**src/dpau_defines.svh**
```systemverilog
// Purpose: constants for the dual pointer address unit
// Assumes: 8-bit register port, 16-bit pointers
// Notes:   offsets are register-port addresses
`ifndef DPAU_DEFINES_SVH
`define DPAU_DEFINES_SVH

// register offsets
`define OFS_POINTER_CONFIG      8'hA2
`define OFS_CIRCULAR_LENGTH     8'hE3
`define OFS_SIGNAL_PROC_CONFIG  8'hE2
`define OFS_PTR0_LOW            8'hC4
`define OFS_PTR0_HIGH           8'hC5
`define OFS_PTR1_LOW            8'hC6
`define OFS_PTR1_HIGH           8'hC7

// pointer_config fields
`define BIT_PTR1_AUTO_UPDATE    7
`define BIT_PTR0_AUTO_UPDATE    6
`define BIT_PTR1_DECREMENT      5
`define BIT_PTR0_DECREMENT      4
`define BIT_SIGNATURE_SPACE     3
`define BIT_POINTER_SELECT      0
`define MASK_POINTER_CONFIG     8'hF9

// signal_processing_config fields
`define BIT_PTR1_CIRCULAR       3
`define BIT_PTR0_CIRCULAR       2
`define BIT_CODE_INDEX_DISABLE  1
`define BIT_REDIRECT_TO_B       0
`define MASK_SIGNAL_PROC_CONFIG 8'h0F

// reset values
`define RST_POINTER_CONFIG      8'h00
`define RST_SIGNAL_PROC_CONFIG  8'h00
`define RST_CIRCULAR_LENGTH     8'h00
`define RST_POINTER             16'h0000

// circular region bases (high byte of the region)
`define REGION_A_HIGH           8'h00
`define REGION_B_HIGH           8'h01

`endif

```
**src/dpau_pkg.sv**
```systemverilog
// Purpose: shared types for the dual pointer address unit
// Assumes: decoder issues one operation per cycle
// Notes:   operation codes are the decoder's pointer requests
package dpau_pkg;

    // pointer operation requested by the instruction decoder
    typedef enum logic [2:0] {
        OP_LOAD  = 3'h0,   // load 16-bit immediate
        OP_INC   = 3'h1,   // pointer increment instruction
        OP_XRD   = 3'h2,   // external-data read through pointer
        OP_XWR   = 3'h3,   // external-data write through pointer
        OP_CRD   = 3'h4,   // indexed code read through pointer
        OP_JMP   = 3'h5    // indirect jump, accumulator plus pointer
    } op_e;

    typedef logic [15:0] ptr_t;

endpackage

```
**src/ptr_step.sv**
```systemverilog
// Purpose: next value of one pointer for a single step
// Assumes: pure combinational, used once per pointer
// Notes:   circular wrap only at the four region boundaries
`timescale 1ns/1ps
`include "dpau_defines.svh"

module ptr_step #(
    parameter int W = 16
) (
    input  wire logic [W-1:0] cur,
    input  wire logic [7:0]   len,
    input  wire logic         dec,
    input  wire logic         circ,
    output logic      [W-1:0] nxt
);
    logic [W-1:0] a_top;
    logic [W-1:0] b_top;
    logic [W-1:0] a_base;
    logic [W-1:0] b_base;

    // region boundaries from the length register
    assign a_top  = W'({`REGION_A_HIGH, len});
    assign b_top  = W'({`REGION_B_HIGH, len});
    assign a_base = W'({`REGION_A_HIGH, 8'h00});
    assign b_base = W'({`REGION_B_HIGH, 8'h00});

    // wrap at boundaries, plain arithmetic elsewhere
    always_comb begin
        if (!dec) begin
            if (circ && cur == a_top) begin
                nxt = a_base;
            end else if (circ && cur == b_top) begin
                nxt = b_base;
            end else begin
                nxt = cur + W'(1);
            end
        end else begin
            if (circ && cur == a_base) begin
                nxt = a_top;
            end else if (circ && cur == b_base) begin
                nxt = b_top;
            end else begin
                nxt = cur - W'(1);
            end
        end
    end
endmodule

```
**src/dual_pointer_address_unit.sv**
```systemverilog
// Purpose: two 16-bit data pointers with select, direction, auto-update,
//          redirect, index disable and circular wrap
// Assumes: decoder strobes OP_VALID for one cycle per pointer operation
// Notes:   memory request outputs appear one cycle after the operation
//
// Design decision made here: strobed register access.
`timescale 1ns/1ps
`include "dpau_defines.svh"

module dual_pointer_address_unit
    import dpau_pkg::*;
(
    input  wire logic        SYS_CLK,
    input  wire logic        NRST,
    // register port
    input  wire logic [7:0]  REG_ADDR,
    input  wire logic [7:0]  REG_WDATA,
    input  wire logic        REG_WR,
    input  wire logic        REG_RD,
    output logic      [7:0]  REG_RDATA,
    // decoder request
    input  wire logic        OP_VALID,
    input  wire logic [2:0]  OP_CODE,
    input  wire logic        OP_ALT,
    input  wire logic [15:0] OP_IMM,
    input  wire logic [7:0]  ACC,
    // memory request
    output logic             MEM_STB,
    output logic [15:0]      MEM_ADDR,
    output logic             MEM_WRITE,
    output logic             MEM_CODE,
    output logic             MEM_SIGNATURE,
    output logic             MEM_USE_B,
    output logic             JUMP_STB,
    output logic             IAP_SIGNATURE
);
    logic       rst_meta_q;
    logic       rst_n_q;
    logic [7:0] pointer_config_q;
    logic [7:0] signal_processing_config_q;
    logic [7:0] circular_length_q;
    ptr_t       pointer_zero_q;
    ptr_t       pointer_one_q;
    ptr_t       step0;
    ptr_t       step1;
    ptr_t       sel_ptr;
    ptr_t       addr_d;
    op_e        op;
    logic       pointer_select;
    logic       ptr1_decrement;
    logic       ptr0_decrement;
    logic       ptr1_auto_update;
    logic       ptr0_auto_update;
    logic       signature_space_enable;
    logic       redirect_to_b;
    logic       code_index_disable;
    logic       ptr0_circular_enable;
    logic       ptr1_circular_enable;
    logic       use_one;
    logic       is_access;
    logic       step_zero;
    logic       step_one;
    logic [7:0] rdata_d;

    // reset release through two flip-flops
    always_ff @(posedge SYS_CLK or negedge NRST) begin
        if (!NRST) begin
            rst_meta_q <= 1'b0;
            rst_n_q    <= 1'b0;
        end else begin
            rst_meta_q <= 1'b1;
            rst_n_q    <= rst_meta_q;
        end
    end

    // configuration fields
    assign pointer_select         = pointer_config_q[`BIT_POINTER_SELECT];
    assign ptr1_decrement         = pointer_config_q[`BIT_PTR1_DECREMENT];
    assign ptr0_decrement         = pointer_config_q[`BIT_PTR0_DECREMENT];
    assign ptr1_auto_update       = pointer_config_q[`BIT_PTR1_AUTO_UPDATE];
    assign ptr0_auto_update       = pointer_config_q[`BIT_PTR0_AUTO_UPDATE];
    assign signature_space_enable = pointer_config_q[`BIT_SIGNATURE_SPACE];
    assign redirect_to_b          = signal_processing_config_q[`BIT_REDIRECT_TO_B];
    assign code_index_disable     = signal_processing_config_q[`BIT_CODE_INDEX_DISABLE];
    assign ptr0_circular_enable   = signal_processing_config_q[`BIT_PTR0_CIRCULAR];
    assign ptr1_circular_enable   = signal_processing_config_q[`BIT_PTR1_CIRCULAR];

    // physical pointer choice; the jump ignores the prefix
    assign op      = op_e'(OP_CODE);
    assign use_one = pointer_select ^ (OP_ALT && op != OP_JMP);
    assign sel_ptr = use_one ? pointer_one_q : pointer_zero_q;
    assign is_access = (op == OP_XRD) || (op == OP_XWR) || (op == OP_CRD);

    // step requests: explicit increment or auto-update after access
    assign step_zero = OP_VALID && !use_one &&
                       (op == OP_INC || (is_access && ptr0_auto_update));
    assign step_one  = OP_VALID && use_one &&
                       (op == OP_INC || (is_access && ptr1_auto_update));

    // next values; direction bit picks increment or decrement
    ptr_step #(
        .W (16)
    ) u_step0 (
        .cur  (pointer_zero_q),
        .len  (circular_length_q),
        .dec  (ptr0_decrement),
        .circ (ptr0_circular_enable),
        .nxt  (step0)
    );

    ptr_step #(
        .W (16)
    ) u_step1 (
        .cur  (pointer_one_q),
        .len  (circular_length_q),
        .dec  (ptr1_decrement),
        .circ (ptr1_circular_enable),
        .nxt  (step1)
    );

    // pointer zero: decoder operations take priority over port writes
    always_ff @(posedge SYS_CLK or negedge rst_n_q) begin
        if (!rst_n_q) begin
            pointer_zero_q <= `RST_POINTER;
        end else if (OP_VALID && op == OP_LOAD && !use_one) begin
            pointer_zero_q <= OP_IMM;
        end else if (step_zero) begin
            pointer_zero_q <= step0;
        end else if (REG_WR && REG_ADDR == `OFS_PTR0_LOW) begin
            pointer_zero_q[7:0] <= REG_WDATA;
        end else if (REG_WR && REG_ADDR == `OFS_PTR0_HIGH) begin
            pointer_zero_q[15:8] <= REG_WDATA;
        end
    end

    // pointer one: same priority as pointer zero
    always_ff @(posedge SYS_CLK or negedge rst_n_q) begin
        if (!rst_n_q) begin
            pointer_one_q <= `RST_POINTER;
        end else if (OP_VALID && op == OP_LOAD && use_one) begin
            pointer_one_q <= OP_IMM;
        end else if (step_one) begin
            pointer_one_q <= step1;
        end else if (REG_WR && REG_ADDR == `OFS_PTR1_LOW) begin
            pointer_one_q[7:0] <= REG_WDATA;
        end else if (REG_WR && REG_ADDR == `OFS_PTR1_HIGH) begin
            pointer_one_q[15:8] <= REG_WDATA;
        end
    end

    // configuration registers; unused bits never store
    always_ff @(posedge SYS_CLK or negedge rst_n_q) begin
        if (!rst_n_q) begin
            pointer_config_q           <= `RST_POINTER_CONFIG;
            signal_processing_config_q <= `RST_SIGNAL_PROC_CONFIG;
            circular_length_q          <= `RST_CIRCULAR_LENGTH;
        end else if (REG_WR) begin
            if (REG_ADDR == `OFS_POINTER_CONFIG) begin
                pointer_config_q <= REG_WDATA & `MASK_POINTER_CONFIG;
            end
            if (REG_ADDR == `OFS_SIGNAL_PROC_CONFIG) begin
                signal_processing_config_q <= REG_WDATA & `MASK_SIGNAL_PROC_CONFIG;
            end
            if (REG_ADDR == `OFS_CIRCULAR_LENGTH) begin
                circular_length_q <= REG_WDATA;
            end
        end
    end

    // read mux; unmapped addresses read zero
    always_comb begin
        rdata_d = 8'h00;
        unique case (REG_ADDR)
            `OFS_POINTER_CONFIG:     rdata_d = pointer_config_q;
            `OFS_SIGNAL_PROC_CONFIG: rdata_d = signal_processing_config_q;
            `OFS_CIRCULAR_LENGTH:    rdata_d = circular_length_q;
            `OFS_PTR0_LOW:           rdata_d = pointer_zero_q[7:0];
            `OFS_PTR0_HIGH:          rdata_d = pointer_zero_q[15:8];
            `OFS_PTR1_LOW:           rdata_d = pointer_one_q[7:0];
            `OFS_PTR1_HIGH:          rdata_d = pointer_one_q[15:8];
            default:                 rdata_d = 8'h00;
        endcase
    end

    // read data stands only in the cycle after the strobe
    always_ff @(posedge SYS_CLK or negedge rst_n_q) begin
        if (!rst_n_q) begin
            REG_RDATA <= 8'h00;
        end else if (REG_RD) begin
            REG_RDATA <= rdata_d;
        end else begin
            REG_RDATA <= 8'h00;
        end
    end

    // address: code read adds accumulator offset unless index disabled; jump always indexed; data moves unindexed
    always_comb begin
        if (op == OP_JMP || (op == OP_CRD && !code_index_disable)) begin
            addr_d = sel_ptr + ptr_t'(ACC);
        end else begin
            addr_d = sel_ptr;
        end
    end

    // memory request, one cycle after the operation, pre-update address
    always_ff @(posedge SYS_CLK or negedge rst_n_q) begin
        if (!rst_n_q) begin
            MEM_STB       <= 1'b0;
            MEM_ADDR      <= `RST_POINTER;
            MEM_WRITE     <= 1'b0;
            MEM_CODE      <= 1'b0;
            MEM_SIGNATURE <= 1'b0;
            MEM_USE_B     <= 1'b0;
            JUMP_STB      <= 1'b0;
        end else begin
            MEM_STB       <= OP_VALID && is_access;
            JUMP_STB      <= OP_VALID && op == OP_JMP;
            MEM_WRITE     <= OP_VALID && op == OP_XWR;
            MEM_CODE      <= OP_VALID && op == OP_CRD;
            MEM_SIGNATURE <= OP_VALID && op == OP_CRD && signature_space_enable;
            MEM_USE_B     <= OP_VALID && is_access && use_one && redirect_to_b;
            if (OP_VALID && (is_access || op == OP_JMP)) begin
                MEM_ADDR <= addr_d;
            end
        end
    end

    // programming accesses follow the signature bit
    always_ff @(posedge SYS_CLK or negedge rst_n_q) begin
        if (!rst_n_q) begin
            IAP_SIGNATURE <= 1'b0;
        end else begin
            IAP_SIGNATURE <= signature_space_enable;
        end
    end
endmodule

```
**config.mk**
```make
export PLATFORM = sky130hd
export DESIGN_NAME = dual_pointer_address_unit
export DESIGN_NICKNAME = d
export VERILOG_FILES = /design/src/dpau_pkg.sv /design/src/ptr_step.sv /design/src/dual_pointer_address_unit.sv
export VERILOG_INCLUDE_DIRS = /design/src
export SDC_FILE = /design/constraint.sdc
export NUM_CORES = 1
export LEC_CHECK = 0
export BUFFER_PORTS_ARGS = -buffer_cell sky130_fd_sc_hd__buf_2
export CAP_MARGIN = 15
export CORE_AREA = 2 2 133 109
export DETAILED_ROUTE_END_ITERATION = 10
export DIE_AREA = 0 0 135 111
export PLACE_DENSITY = 0.81
export SYNTH_ARGS = -nofsm -noshare
export SYNTH_HDL_FRONTEND = slang
export SYNTH_SLANG_ARGS = --single-unit
```
**constraint.sdc**
```tcl
create_clock -name SYS_CLK -period 2.6 [get_ports SYS_CLK]
set_input_delay 0.52 -clock SYS_CLK [delete_from_list [all_inputs] [get_ports SYS_CLK]]
set_output_delay 0.52 -clock SYS_CLK [all_outputs]
set_load 0.02 [all_outputs]
```
# == Yosys cells after proc, flatten, opt, wreduce, memory -nomap -nowiden ==
# Index checks and enable logic that the tools add are counted.
# W data, S select, Z words.
# word_totals
register_bits,83
out_inout_bits,31
elab_cells,120
input_bits,49
# op_classes
add_sub_neg,5
eq_ne,21
n_reduce_logical,51
n_bitwise,1
mux,24
# op_table
operator,n
$mux W16,16
$eq A8 B8 Y1 const B,7
$mux W8,7
$pmux W8 S7,1
$add A16 B1 Y16 const B,2
$eq A16 B8 Y1,2
$eq A16 B9 Y1,2
$eq A16 B9 Y1 const B,2
$logic_not A16 Y1,2
$sub A16 B1 Y16 const B,2
$logic_and A1 B1 Y1,31
$add A16 B8 Y16,1
$reduce_bool A3 Y1,4
$reduce_and A2 Y1,5
$ne A3 B3 Y1 const B,3
$eq A3 B2 Y1 const B,2
$eq A3 B3 Y1 const B,2
$logic_or A1 B1 Y1,6
$eq A3 B1 Y1 const B,1
$logic_not A3 Y1,1
$logic_not A1 Y1,2
$xor A1 B1 Y1,1

# == Logic depth before layout (Yosys ltp) ==
# logic_depth
word_depth,8
ltp_mapped,17
depth_no_buf,15

# == Cells and area by module ==
# A second synthesis with hierarchy kept.
# hier_totals
cells_unflattened,764
area_unflattened_um2,6799.0
# modules_own_cells
mod,cells_per_inst,area_each_um2,n_inst,seq_area_each_um2
dual_pointer_address_unit,480,4894.7,1,2077.0
ptr_step,142,952.2,2,0.0

# == Least setup slack after synthesis ==
# Ideal clock, no wire load.
# synth_timing
kind,input port to flip-flop
from,input port OP_CODE[1]
to,register MEM_ADDR[10]
cell_stages,17
setup_slack_ns,-1.198
required_ns,2.452
setup_time_ns,0.148
arrival_time_ns,3.651
path_buffers,2
path_cell_list,clkbuf_1 nand3b_1 a21boi_0 nor2_1 clkbuf_1 nand2_1 o21ai_0 ha_1 inv_1 fa_1 nand2b_1 a21oi_1 o41a_1 nand2_1 nor2_1 xnor2_1 o221ai_1
# synth_between
elab_chain_cells,6
elab_cells_between_ends,16
# synth_rtl
element,line,source
from (decl),dual_pointer_address_unit.sv:23,"input wire logic [2:0] OP_CODE,"
$ne A3 B3 Y1,dual_pointer_address_unit.sv:90,assign use_one = pointer_select ^ (OP_ALT && op != OP_JMP);
$logic_and A1 B1 Y1,dual_pointer_address_unit.sv:90,
$xor A1 B1 Y1,dual_pointer_address_unit.sv:90,
$mux W16,dual_pointer_address_unit.sv:91,assign sel_ptr = use_one ? pointer_one_q : pointer_zero_q;
$add A16 B8 Y16,dual_pointer_address_unit.sv:199,addr_d = sel_ptr + ptr_t'(ACC);
$mux W16,dual_pointer_address_unit.sv:198,if (op == OP_JMP || (op == OP_CRD && !code_index_disable)) begin
to (signal assigned),dual_pointer_address_unit.sv:209,MEM_ADDR <= `RST_POINTER;
to (signal assigned),dual_pointer_address_unit.sv:223,MEM_ADDR <= addr_d;
to (decl),dual_pointer_address_unit.sv:29,"output logic [15:0] MEM_ADDR,"
# Parallel ways exist; a longest one is shown, timed or not.
# A chain may end at the register's enable or synchronous reset.

# == Worst setup path in the final report ==
# layout_timing
from,input port OP_CODE[1]
to,register MEM_ADDR[9]
# Same word-level chain as after synthesis.

==> impl_metrics.tcl <==
set metrics [dict create \
    syn_to_final_growth_pct 31.2 \
    grt_overflow 0 \
    setup_viol_count_final 11 \
    layout.cells.non_filler 1157 \
    gp_congestion 1.01 \
    busiest_layer "met2" \
    ys_types 70 \
    p_seq_share_pct 28.4 \
    drt_iter0_markers 1211 \
    maxCapViolations 0 \
    syn-cell-area_sq_um 6690 \
    r2r_end "MEM_ADDR[9]$_DFFE_PN0P_" \
    arrival_ns 3.50 \
    dp_cells 1120 \
    vias 7502 \
    clkPwrFrac_pct 21.2 \
    synthFlopType "dfrtp_1" \
    setup_slack_ns -0.653 \
    endpoint_kind "register" \
    tightest_slew_ns 0.740 \
    fp.dieH_microns 111 \
    grt_util_met2_pct 50.6 \
    syn_inst 797 \
    drive_above_1_share_pct 35.4 \
    rr_startpoint "pointer_config_q[0]$_DFFE_PN0P_" \
    fmax_ghz 0.307 \
    h-tree-depth 3 \
    ios 80 \
    gr-usage-met3_pct 10.2 \
    drc 0 \
    routed_wl_microns 26700 \
    violations "negative setup slack" \
    p_int_mw 3.83 \
    first_global_vias 6786 \
    worstPathRequired_ns 2.84 \
    synth_edf_count 0 \
    clock_sinks 83 \
    grtUsageMet1_pct 44.9 \
    ys_seq_area_share_pct 31.1 \
    cts_root_buffer "clkbuf_16" \
    antenna-diode-count 0 \
    drt_pass1_iterations 8 \
    die-area_sq_um 15000 \
    hold_ws_ns 0.336 \
    nets 1033 \
    p_per_area_nw_per_um2 746 \
    ant_nets 0 \
    ys_top_cells_by_area "dfrtp_1 (31%), xnor2_1 (6.7%), mux2_2 (6.1%)" \
    grt_max_degree 82 \
    grt_pass1_wl_microns 38600 \
    clkLatencyLatePin_ns 0.37 \
    synth_common_cells "nor2_1 (92), dfrtp_1 (83), nand2_1 (80)" \
    syn_avg_cell_area_sq_um 8.39 \
    viasPerCell 6.48 \
    io_buffers 79 \
    ir_drop_uv 414 \
    switching_share_pct 41.5 \
    synthMostInstantiatedCell "nor2_1" \
    total_leakage_power_nw 3.87 \
    finalMaxSlewViolations 0 \
    synth_top_area_cell "dfrtp_1" \
    core_area_sq_um 13900 \
    cts_tree "done" \
    die_x_microns 135 \
    slew_headroom_pct 50.2 \
    post-route-period-util_pct 125 \
    grt_setup_unrepaired "yes" \
    synth_warnings 0 \
    holdCritPathClass "reg2async" \
    hold_viol_final 0 \
    num_rows 39 \
    pwr-share-comb_pct 50.3 \
    r2r_setup_slack_ns -0.61 \
    async_flop_share_pct 100 \
    numCtsBuffers 9 \
    gr-usage-all-layers_pct 34.0 \
    synth-seq-cells 83 \
    worst_setup_path_start_kind "input port" \
    clkTransAtPathRegs_ns 0.07 \
    finalCriticalPeriod_ns 3.25 \
    setup_tns_ns -3.75 \
    crit_path_max_fanout 4 \
    wire_per_inst_microns 23.0 \
    r2r_cells 14 \
    p_switching_mw 2.72 \
    antenna_found_initial 1 \
    initial_core_util_pct 48.3 \
    hpwlAfterDp_microns 18600 \
    synth_nets 862 \
    synth_top_area_share_pct 31.1 \
    path_class "in2reg" \
    status "finished, violations left" \
    fin_skew_ns 0.0120 \
    clockBufferDepth 2 \
]
-- metrics by stage --
stage          utilization, %  total power [mW]  worst slack (ns)  area [sq um]
6_report                 63.3              6.54            -0.653          8770
5_1_grt                  63.3              6.79            -0.690          8770
4_1_cts                  61.7              6.16            -0.297          8560
3_5_place_dp             58.1              4.65            -0.886          8050
3_3_place_gp             58.1              4.59            -0.814          8050
2_1_floorplan               -              3.59            -0.712          6770
-- worst max-delay path, cell delays in order --
cell and delay [ns]:
buf_6 0.09, nand3b_1 0.16, and3b_2 0.28, nor2_4 0.18
buf_12 0.14, nand2_1 0.04, o21ai_1 0.21, ha_1 0.40
o21a_1 0.19, o21ai_2 0.09, nor4bb_2 0.31, buf_4 0.20
o21ai_2 0.07, xor2_1 0.19, nor2_1 0.11, a221o_1 0.31
-- flip-flops by register name, summed over array words and instances, names as in the netlist, 4 cells and up --
name / count
pointer_one_q: 16
REG_RDATA: 8
pointer_zero_q: 16
pointer_config_q: 6
circular_length_q: 8
signal_processing_config_q: 4
MEM_ADDR: 16
-- metal layers --
metal | part of all wire [%] | routed length, microns
met2 | 43 | 11500
met5 | 0.060 | 16
met1 | 38 | 10000
met4 | 6.8 | 1820
met3 | 12 | 3260
-- power by group through the flow --
stage	clock network, mW	logic, mW	registers, mW
global route	1.43	3.49	1.86
floorplan	0	1.79	1.79
global placement	0	2.75	1.84
finish	1.39	3.29	1.86
CTS	1.39	2.94	1.82
detailed placement	0	2.81	1.84
-- worst max path at each step --
stage                                     endpoint        from  cells past startpoint
after floorplan           MEM_ADDR[10]$_DFFE_PN0P_  OP_CODE[1]                     17
after global placement     MEM_ADDR[9]$_DFFE_PN0P_  OP_CODE[1]                     13
after detailed placement  MEM_ADDR[15]$_DFFE_PN0P_  OP_CODE[1]                     13
after CTS                  MEM_ADDR[9]$_DFFE_PN0P_  OP_CODE[1]                     15
after global routing       MEM_ADDR[9]$_DFFE_PN0P_  OP_CODE[1]                     16
final                      MEM_ADDR[9]$_DFFE_PN0P_  OP_CODE[1]                     16
-- area by class of cell --
type,count,area [sq um]
fill,1155,5090
multi-input combinational,637,4580
sequential,83,2080
timing repair buffer,218,1500
clock buffer,11,253
tap,184,230
inverter,19,71.3
clock inverter,5,60.1
-- cell families after synthesis --
logic type / count (synthesis) / synth area share (%)
AOI/OAI and AO/OA: 181 / 17.9
xor gates and xnor gates: 78 / 10.2
and+or+nand+nor: 304 / 22.3
buffers and inverters: 78 / 4.75
other: 1 / 0.0561
DFF: 83 / 31.1
adders and majority gates: 16 / 3.11
muxes: 56 / 10.6
-- cells in the final DEF, fill, tap and decap left out, types with 6 or more instances in the layout --
master / count
buf_6: 8
xor2_1: 27
o211ai_1: 8
nand4_1: 17
buf_4: 129
nor4_1: 9
o21ai_0: 30
xnor2_1: 50
nand2b_1: 9
mux2i_1: 11
o22ai_1: 20
and3_1: 9
inv_1: 16
nor3_1: 18
o21ai_2: 8
nor2b_1: 10
o221ai_1: 11
o21ai_1: 13
mux2_2: 32
ha_4: 6
nand3_1: 18
nor2_1: 80
nand2_1: 79
ha_1: 8
a22oi_1: 10
a21oi_1: 32
buf_2: 78
clkbuf_16: 9
dfrtp_1: 81
nor2_2: 9
mux4_2: 8
-- repair_timing --
item / CTS / global route
setup buffers: 8 / 12
hold endpoints to repair: 2 / 0
cloned: 1 / 0
hold buffers: 1 / 0
pin swaps: 25 / 27
gates resized for setup: 27 / 35
endpoints found under the setup margin: 11 / 17
(Power assumes the default switching activity.)
